===== config.mk =====
export PLATFORM = sky130hd
export DESIGN_NAME = ccm_top
export DESIGN_NICKNAME = d
export VERILOG_FILES = /design/src/ccm_pkg.sv /design/src/ccm_top.sv
export VERILOG_INCLUDE_DIRS = /design/src /design/src/src
export SDC_FILE = /design/constraint.sdc
export NUM_CORES = 1
export LEC_CHECK = 0
export ABC_AREA = 1
export ABC_CLOCK_PERIOD_IN_PS = 1920
export BUFFER_PORTS_ARGS = -buffer_cell sky130_fd_sc_hd__clkbuf_2
export CAP_MARGIN = 20
export CORE_MARGIN = 2
export CORE_UTILIZATION = 51
export DETAILED_ROUTE_END_ITERATION = 10
export PLACE_DENSITY_LB_ADDON = 0.1
export SLEW_MARGIN = 20
export SYNTH_ARGS = -nofsm -noshare
export SYNTH_HDL_FRONTEND = slang
export SYNTH_SLANG_ARGS = --single-unit

===== constraint.sdc =====
create_clock -name clk -period 1.92 [get_ports clk]
set_input_delay 0 -clock clk [delete_from_list [all_inputs] [get_ports clk]]
set_output_delay 0 -clock clk [all_outputs]
set_load 0.1 [all_outputs]

===== src/ccm_cfg.svh =====
`ifndef CCM_CFG_SVH
`define CCM_CFG_SVH

// ****************************************************************
// Register offsets (byte addresses)
// ****************************************************************
`define CCM_OFF_CTRL      12'h000
`define CCM_OFF_CAP_LOW   12'h004
`define CCM_OFF_CAP_HIGH  12'h008
`define CCM_OFF_FLAG      12'h00c
`define CCM_OFF_ENABLE    12'h010
`define CCM_OFF_STATUS    12'h014

// ****************************************************************
// Field positions
// ****************************************************************
`define CCM_MODE_HI       3
`define CCM_MODE_LO       0
`define CCM_GRP_HI        3
`define CCM_GRP_LO        2
`define CCM_DUTY_HI       5
`define CCM_DUTY_LO       4
`define CCM_STORE_HI      5
`define CCM_FLAG_BIT      0
`define CCM_ST_PIN_BIT    0
`define CCM_ST_OUT_BIT    1
`define CCM_ST_PRE_HI     7
`define CCM_ST_PRE_LO     4

// ****************************************************************
// Mode codes and groups
// ****************************************************************
`define CCM_M_CAP_FALL    4'h4
`define CCM_M_CAP_RISE    4'h5
`define CCM_M_CAP_4       4'h6
`define CCM_M_CAP_16      4'h7
`define CCM_M_CMP_SET     4'h8
`define CCM_M_CMP_CLR     4'h9
`define CCM_M_CMP_SW      4'ha
`define CCM_M_CMP_SPEV    4'hb
`define CCM_M_OFF         4'h0
`define CCM_GRP_OFF       2'h0
`define CCM_GRP_CAP       2'h1
`define CCM_GRP_CMP       2'h2
`define CCM_GRP_PWM       2'h3

// ****************************************************************
// Counts and reset values
// ****************************************************************
`define CCM_PRE4_LAST     4'h3
`define CCM_PRE16_LAST    4'hf
`define CCM_PRE_STEP      4'h1
`define CCM_PRE_RST       4'h0
`define CCM_CTRL_RST      6'h00
`define CCM_DUTY_ZERO     10'h000
`define CCM_RD_PAD        24'h000000
`define CCM_RD_ZERO       32'h00000000

`endif


===== src/ccm_pkg.sv =====
package ccm_pkg;

  // ****************************************************************
  // Bus carriers
  // ****************************************************************
  typedef struct packed {
    logic        psel;
    logic        penable;
    logic        pwrite;
    logic [11:0] paddr;
    logic [31:0] pwdata;
  } ccm_apb_req_s;

  typedef struct packed {
    logic [31:0] prdata;
    logic        pready;
    logic        pslverr;
  } ccm_apb_rsp_s;

  // ****************************************************************
  // Mode classes
  // ****************************************************************
  typedef enum logic [1:0] {
    CCM_CL_OFF,
    CCM_CL_CAPTURE,
    CCM_CL_COMPARE,
    CCM_CL_PWM
  } ccm_class_e;

  // ****************************************************************
  // Whole block state
  // ****************************************************************
  typedef struct packed {
    logic [5:0]   ctrl;
    logic [15:0]  cap;
    logic         irq_flag;
    logic         irq_en;
    logic         pin_meta;
    logic         pin_sync;
    logic         pin_prev;
    logic [3:0]   presc;
    logic         cmp_out;
    logic         pwm_out;
    logic [9:0]   duty_latch;
    logic         pin_out;
    logic         pin_oe;
    logic         tmr_rst;
    logic         adc_go;
    ccm_apb_rsp_s rsp;
  } ccm_state_s;

endpackage


===== src/ccm_top.sv =====
// Decided for this implementation: register access over APB and the placing of the registers.
`timescale 1ns/10ps
`include "ccm_cfg.svh"

// Contract
// - Mode 0000 turns the unit off and clears its internal state and prescaler.
// - Modes 0100-0111 capture on falling, rising, fourth rising, sixteenth rising edge.
// - Mode 1000 drives compare output high on match and sets the flag.
// - Mode 1001 drives compare output low on match and sets the flag.
// - Mode 1010 match sets only the flag, pin untouched.
// - Mode 1011 match sets flag, resets timer, starts conversion if enabled.
// - Modes 11xx are pulse width; control bits 5-4 are duty low bits.
// - Control bits 7-6 read zero; duty bits ignored outside pulse width.
// - A qualified capture event copies the full 16-bit timer value.
// - Each capture sets the flag; only software clears it.
// - A newer capture overwrites an unread held value.
// - Edge detector watches the pin level even while the pin is driven.
// - Prescaler cleared when off, outside capture mode, and on reset.
// - Direct prescale change keeps the counter; software writes zero first.
// - Capture and compare share one 16-bit timer; pulse width another.
// - Compare modes compare the capture pair with the timer continuously.
module ccm_top (
  // Clock and reset
  input  wire logic                  clk,
  input  wire logic                  rst_b,
  // Register bus
  input  wire ccm_pkg::ccm_apb_req_s apb_req,
  output      ccm_pkg::ccm_apb_rsp_s apb_rsp,
  // Shared time bases
  input  wire logic [15:0]           shared_timer_count,
  input  wire logic [9:0]            pulse_time_base,
  input  wire logic                  pulse_period_match,
  output      logic                  shared_timer_reset,
  // Converter
  input  wire logic                  adc_enabled,
  output      logic                  adc_start,
  // Event pin
  input  wire logic                  event_pin_in,
  input  wire logic                  pin_direction_bit,
  input  wire logic                  port_latch_value,
  output      logic                  event_pin_out,
  output      logic                  event_pin_oe,
  // Flag and enable levels
  output      logic                  unit_irq_flag,
  output      logic                  unit_irq_enable
);
  import ccm_pkg::*;

  // ****************************************************************
  // Decoding helpers
  // ****************************************************************
  function automatic ccm_class_e mode_class(input logic [5:0] ctrl);
    ccm_class_e cl;
    cl = CCM_CL_OFF;
    unique case (ctrl[`CCM_GRP_HI:`CCM_GRP_LO])
      `CCM_GRP_OFF: cl = CCM_CL_OFF;
      `CCM_GRP_CAP: cl = CCM_CL_CAPTURE;
      `CCM_GRP_CMP: cl = CCM_CL_COMPARE;
      `CCM_GRP_PWM: cl = CCM_CL_PWM;
    endcase
    return cl;
  endfunction

  function automatic logic [3:0] mode_of(input logic [5:0] ctrl);
    return ctrl[`CCM_MODE_HI:`CCM_MODE_LO];
  endfunction

  function automatic logic addr_hit(input logic [11:0] a, input logic [11:0] off);
    return a == off;
  endfunction

  // ****************************************************************
  // State
  // ****************************************************************
  ccm_state_s s;
  ccm_state_s next_s;

  logic       bus_setup;
  logic       bus_commit;
  logic       wr_commit;
  logic       rise;
  logic       fall;
  logic       cap_event;
  logic       cmp_match;
  logic [9:0] duty_word;
  logic [7:0] rd_byte;
  logic       rd_hit;
  ccm_class_e cl;
  logic [3:0] mode;

  always_comb begin
    next_s     = s;
    cl         = mode_class(s.ctrl);
    mode       = mode_of(s.ctrl);
    bus_setup  = apb_req.psel & apb_req.penable & ~s.rsp.pready;
    bus_commit = apb_req.psel & apb_req.penable & s.rsp.pready;
    wr_commit  = bus_commit & apb_req.pwrite;

    // ****************************************************************
    // Pin synchroniser and edge detector
    // ****************************************************************
    next_s.pin_meta = event_pin_in;
    next_s.pin_sync = s.pin_meta;
    next_s.pin_prev = s.pin_sync;
    rise = s.pin_sync & ~s.pin_prev;
    fall = ~s.pin_sync & s.pin_prev;

    // ****************************************************************
    // Capture qualification and prescaler
    // ****************************************************************
    cap_event = 1'b0;
    if (cl == CCM_CL_CAPTURE) begin
      unique case (mode)
        `CCM_M_CAP_FALL: cap_event = fall;
        `CCM_M_CAP_RISE: cap_event = rise;
        `CCM_M_CAP_4: begin
          if (rise) begin
            cap_event    = s.presc[1:0] == `CCM_PRE4_LAST;
            next_s.presc = cap_event ? `CCM_PRE_RST : s.presc + `CCM_PRE_STEP;
          end
        end
        `CCM_M_CAP_16: begin
          if (rise) begin
            cap_event    = s.presc == `CCM_PRE16_LAST;
            next_s.presc = s.presc + `CCM_PRE_STEP;
          end
        end
      endcase
    end else begin
      next_s.presc = `CCM_PRE_RST;
    end

    // ****************************************************************
    // Compare against the shared timer
    // ****************************************************************
    cmp_match      = (cl == CCM_CL_COMPARE) && (s.cap == shared_timer_count);
    next_s.tmr_rst = 1'b0;
    next_s.adc_go  = 1'b0;
    if (cmp_match) begin
      unique case (mode)
        `CCM_M_CMP_SET: next_s.cmp_out = 1'b1;
        `CCM_M_CMP_CLR: next_s.cmp_out = 1'b0;
        `CCM_M_CMP_SW: next_s.cmp_out = s.cmp_out;
        `CCM_M_CMP_SPEV: begin
          next_s.tmr_rst = 1'b1;
          next_s.adc_go  = adc_enabled;
        end
      endcase
    end

    // ****************************************************************
    // Pulse width output
    // ****************************************************************
    duty_word = {s.cap[7:0], s.ctrl[`CCM_DUTY_HI:`CCM_DUTY_LO]};
    if (cl == CCM_CL_PWM) begin
      if (pulse_period_match) begin
        next_s.duty_latch = duty_word;
        next_s.pwm_out    = duty_word != `CCM_DUTY_ZERO;
      end else if (pulse_time_base == s.duty_latch) begin
        next_s.pwm_out = 1'b0;
      end
    end else begin
      next_s.pwm_out = 1'b0;
    end

    // ****************************************************************
    // Register writes
    // ****************************************************************
    if (wr_commit) begin
      if (addr_hit(apb_req.paddr, `CCM_OFF_CTRL)) begin
        next_s.ctrl = apb_req.pwdata[`CCM_STORE_HI:0];
      end
      if (addr_hit(apb_req.paddr, `CCM_OFF_CAP_LOW)) begin
        next_s.cap[7:0] = apb_req.pwdata[7:0];
      end
      if (addr_hit(apb_req.paddr, `CCM_OFF_CAP_HIGH) && cl != CCM_CL_PWM) begin
        next_s.cap[15:8] = apb_req.pwdata[7:0];
      end
      if (addr_hit(apb_req.paddr, `CCM_OFF_FLAG) && apb_req.pwdata[`CCM_FLAG_BIT]) begin
        next_s.irq_flag = 1'b0;
      end
      if (addr_hit(apb_req.paddr, `CCM_OFF_ENABLE)) begin
        next_s.irq_en = apb_req.pwdata[`CCM_FLAG_BIT];
      end
    end

    // Duty high byte is reloaded each period
    if (cl == CCM_CL_PWM && pulse_period_match) begin
      next_s.cap[15:8] = s.cap[7:0];
    end

    // Capture beats a software write to the pair
    if (cap_event) begin
      next_s.cap = shared_timer_count;
    end

    // Hardware set wins over software clear
    if (cap_event || cmp_match) begin
      next_s.irq_flag = 1'b1;
    end

    // Turning off clears unit state
    if (wr_commit && addr_hit(apb_req.paddr, `CCM_OFF_CTRL) &&
        apb_req.pwdata[`CCM_MODE_HI:`CCM_MODE_LO] == `CCM_M_OFF) begin
      next_s.presc      = `CCM_PRE_RST;
      next_s.cmp_out    = 1'b0;
      next_s.pwm_out    = 1'b0;
      next_s.duty_latch = `CCM_DUTY_ZERO;
    end

    // ****************************************************************
    // Pin drive
    // ****************************************************************
    next_s.pin_oe = ~pin_direction_bit;
    unique case (cl)
      CCM_CL_COMPARE: begin
        if (mode == `CCM_M_CMP_SET || mode == `CCM_M_CMP_CLR) begin
          next_s.pin_out = s.cmp_out;
        end else begin
          next_s.pin_out = port_latch_value;
        end
      end
      CCM_CL_PWM: next_s.pin_out = s.pwm_out;
      default: next_s.pin_out = port_latch_value;
    endcase

    // ****************************************************************
    // Register reads and bus answer
    // ****************************************************************
    rd_byte = 8'h00;
    rd_hit  = 1'b1;
    unique case (apb_req.paddr)
      `CCM_OFF_CTRL: rd_byte = {2'b00, s.ctrl};
      `CCM_OFF_CAP_LOW: rd_byte = s.cap[7:0];
      `CCM_OFF_CAP_HIGH: rd_byte = s.cap[15:8];
      `CCM_OFF_FLAG: rd_byte = {7'h00, s.irq_flag};
      `CCM_OFF_ENABLE: rd_byte = {7'h00, s.irq_en};
      `CCM_OFF_STATUS: begin
        rd_byte[`CCM_ST_PIN_BIT]                = s.pin_sync;
        rd_byte[`CCM_ST_OUT_BIT]                = s.pin_out;
        rd_byte[`CCM_ST_PRE_HI:`CCM_ST_PRE_LO] = s.presc;
      end
      default: rd_hit = 1'b0;
    endcase

    next_s.rsp.pready = bus_setup;
    if (bus_setup) begin
      next_s.rsp.pslverr = ~rd_hit;
      next_s.rsp.prdata  = (apb_req.pwrite || !rd_hit) ? `CCM_RD_ZERO
                                                        : {`CCM_RD_PAD, rd_byte};
    end else begin
      next_s.rsp.pslverr = 1'b0;
      next_s.rsp.prdata  = `CCM_RD_ZERO;
    end
  end

  // ****************************************************************
  // State register
  // ****************************************************************
  always_ff @(posedge clk or negedge rst_b) begin
    if (!rst_b) begin
      s <= '0;
    end else begin
      s <= next_s;
    end
  end

  // ****************************************************************
  // Outputs
  // ****************************************************************
  assign apb_rsp            = s.rsp;
  assign shared_timer_reset = s.tmr_rst;
  assign adc_start          = s.adc_go;
  assign event_pin_out      = s.pin_out;
  assign event_pin_oe       = s.pin_oe;
  assign unit_irq_flag      = s.irq_flag;
  assign unit_irq_enable    = s.irq_en;

endmodule // ccm_top


==> flow_summary.json <==
{
  "layout-drive-gt1-share": 0.217,
  "die_y_um": 91.5,
  "synth_most_common_cell": "nand2_1",
  "ant_nets": 0,
  "grt_overflow_total": 0,
  "fmax_ghz": 0.587,
  "cts_made_buffers": 9,
  "synth-xor-area-share": 0.0202,
  "ys.warnings.count": 0,
  "synth_mux_area_frac": 0,
  "slew_violations": 0,
  "rsz0062_at_grt": "false",
  "synth-seq-area-share": 0.365,
  "synth_flop_cell": "dfrtp_1",
  "ys_types": 35,
  "synth-compound-area-share": 0.112,
  "setup_viol_count_final": 0,
  "row_count": 31,
  "share_comb_of_total_power": 0.177,
  "slew_headroom": 0.634,
  "ir_drop_uv": 335,
  "start_util": 0.533,
  "path_common_cell": "nand2_1",
  "grt_pass1_vias": 3574,
  "synth_edf_count": 0,
  "core_um2": 7330,
  "critPathTopFamily": "simple AND/OR/NAND/NOR gates",
  "fin_skew_ps": 12.2,
  "root_buffer": "clkbuf_8",
  "cp.arrival_ps": 1940,
  "grt_usage": 0.264,
  "seqPwrFrac": 0.401,
  "drt-initial-drc-count": 232,
  "clk_pin_slew_ps": 70,
  "worstPathRequired_ps": 2150,
  "insertion_delay_ps": 340,
  "cts_tree": "done",
  "start_kind": "register",
  "avgRoutedWirePerCell_um": 14.1,
  "num_vias": 3789,
  "antenna_found_initial": 0,
  "ys_ff_latch": 57,
  "powerDensity_nw_per_um2": 658,
  "cts_max_level": 3,
  "synth_top_family_by_area": "simple AND/OR/NAND/NOR gates",
  "fin_nets": 728,
  "final.min_clock_period_ps": 1700,
  "drc": 0,
  "status": "finished, violations left",
  "cap_violations": 0,
  "syn_area_um2": 3910,
  "synthSimpleGateAreaFrac": 0.331,
  "leakage_uw": 0.00261,
  "die-area_um2": 8380,
  "failed_checks": "hold timing",
  "timing.hold.ws_ps": -1.09,
  "wl_mm": 10.6,
  "cell_internal_pwr_uw": 2160,
  "cts_setup_buffers": 0,
  "clk_path_buf_depth": 2,
  "critPathSlowestCell": "dfrtp_1",
  "gp_congestion": 0.947,
  "crit_path_max_incr_delay_ps": 430,
  "tightest_slew_ps": 549,
  "synth_fa_ha_area_frac": 0.00641,
  "synth_top_area_share": 0.365,
  "area_delta_synth_final_pct": 20.9,
  "cts.sinks": 57,
  "avgViaCountPerCell": 5.05,
  "switching_share": 0.306,
  "crit_fanout": 26,
  "cp-end-kind": "register",
  "final_util": 0.644,
  "diodes": 0,
  "port_buffers": 71,
  "grt_first_pass_wirelength_mm": 17.2,
  "dr.pass1.iters": 5,
  "die-width_um": 91.5,
  "cp_num_buf_inv": 2,
  "critPathKind": "reg2reg",
  "p_clk_frac": 0.421,
  "hold_path_class": "in2reg",
  "synth_top_cell_by_area": "dfrtp_1",
  "cp_cell_sequence": "ha_1, inv_1, a21oi_1, nand2_1, nand2_1, nand2_4, buf_12, nand2_1, o21ai_1, nand2_1, nand2_1",
  "hpwl_mm": 8.18,
  "p_sw_uw": 951,
  "synthTopCellsByArea": "dfrtp_1 37%, nand2_1 14%, nand3_1 7.2%",
  "yosys-top-cells-count": "144 x nand2_1, 69 x inv_1, 57 x dfrtp_1",
  "ios": 120,
  "hold_viol_final": 1,
  "setup-tns-final_ps": 0,
  "avgSynthCellArea_um2": 7.08,
  "fin_crit_sh": 0.887,
  "grt_start_max_net_pins": 40,
  "synthArstFlopShare": 1.00,
  "synthCells": 552
}
[registers in the layout, summed over array words and instances, names as in the netlist]
name / count
duty_word: 10
event_pin_oe: 1
unit_irq_flag: 1
shared_timer_reset: 1
adc_start: 1
event_pin_out: 1
mode: 4
apb_rsp: 10
next_s: 2
unit_irq_enable: 1
s: 25
[cell usage in the layout (no fill, tap or decap), types with 5 or more instances in the layout]
cell type	count
nand2_1	144
clkbuf_2	71
inv_1	69
dfrtp_1	57
nand3_1	56
nor2_1	42
o21ai_0	29
dlygate4sd3_1	26
conb_1	24
o21ai_1	17
inv_2	15
clkbuf_8	11
nand4_1	10
o211ai_2	8
xor2_1	6
nor3_1	6
a21oi_1	6
buf_4	6
nand2_4	5
o22ai_1	5
[logic make-up (layout without fill, tap and decap cells)]
kind of cell,Yosys count,after routing
AOI/OAI and AO/OA,71,71
xor gates and xnor gates,9,9
adders and majority gates,2,2
buffers and inverters,129,205
DFF,57,57
other,1,24
and+or+nand+nor,283,283
[through the flow]
| step | std cells | total power [uW] | hold slack [ps] | area [um2] | worst slack [ps] |
|---|---|---|---|---|---|
| detailed placement | 708 | 1780 | 12.6 | 4230 | 175 |
| CTS | 750 | 3120 | 0.625 | 4720 | 139 |
| global route | 750 | 3220 | 25.6 | 4720 | 41.8 |
| global placement | 708 | 1770 | 3.02 | 4230 | 177 |
| floorplan | 575 | 1670 | -296 | 3990 | 515 |
| finish | 750 | 3110 | -1.09 | 4720 | 217 |
[timing repair]
action,in CTS,in global routing
gates resized for setup,0,1
hold buffers,26,0
hold endpoints to repair,43,0
endpoints found under the setup margin,0,5
[area by class of cell]
type | instances | area, um2
Clock buffer | 11 | 151
Sequential cell | 57 | 1430
Inverter | 84 | 315
Clock inverter | 5 | 77.6
Fill cell | 664 | 2610
Multi-Input combinational cell | 389 | 1930
Tap cell | 99 | 124
Timing Repair Buffer | 105 | 701
[metal layers]
metal	up-vias	track usage	share of wire
li1	1889	-	-
met1	1727	0.349	0.42
met2	151	0.431	0.48
met3	22	0.0481	0.070
met4	0	0.0972	0.024
met5	-	0	0
[power by group through the flow]
| stage | Combinational [uW] | Clock, uW | Sequential [uW] |
|---|---|---|---|
| 2_1_floorplan | 392 | 0 | 1280 |
| 3_3_place_gp | 505 | 0 | 1270 |
| 3_5_place_dp | 509 | 0 | 1270 |
| 4_1_cts | 551 | 1320 | 1250 |
| 5_1_grt | 596 | 1370 | 1250 |
| 6_report | 552 | 1310 | 1250 |
[worst reg2reg max path, stage by stage, from the launching register on]
cell and delay (ps):
dfrtp_1 430, ha_1 220, inv_1 70, a21oi_1 120
nand2_1 70, nand2_1 130, nand2_4 140, buf_12 200
nand2_1 60, o21ai_1 60, nand2_1 60, nand2_1 50
[path summary, 6_finish.rpt]
| check | start | endpoint | slack, ps | cells past startpoint |
|---|---|---|---|---|
| worst max-delay path | s[51]$_DFFE_PN0P_ | s[69]$_DFFE_PN0P_ | 220 | 11 |
| min in group asynchronous | rst_b | apb_rsp[5]$_DFF_PN0_ | 170 | 2 |
| worst max register to register | s[51]$_DFFE_PN0P_ | s[69]$_DFFE_PN0P_ | 220 | 11 |
| worst min-delay path | shared_timer_count[8] | s[67]$_DFFE_PN0P_ | -1 | 5 |
| max in group asynchronous | rst_b | duty_word[7]$_DFFE_PN0P_ | 1160 | 3 |
| worst min register to register | next_s[55]$_DFF_PN0_ | next_s[54]$_DFF_PN0_ | 350 | 0 |
Note: power is estimated with default switching activity, not from simulation.
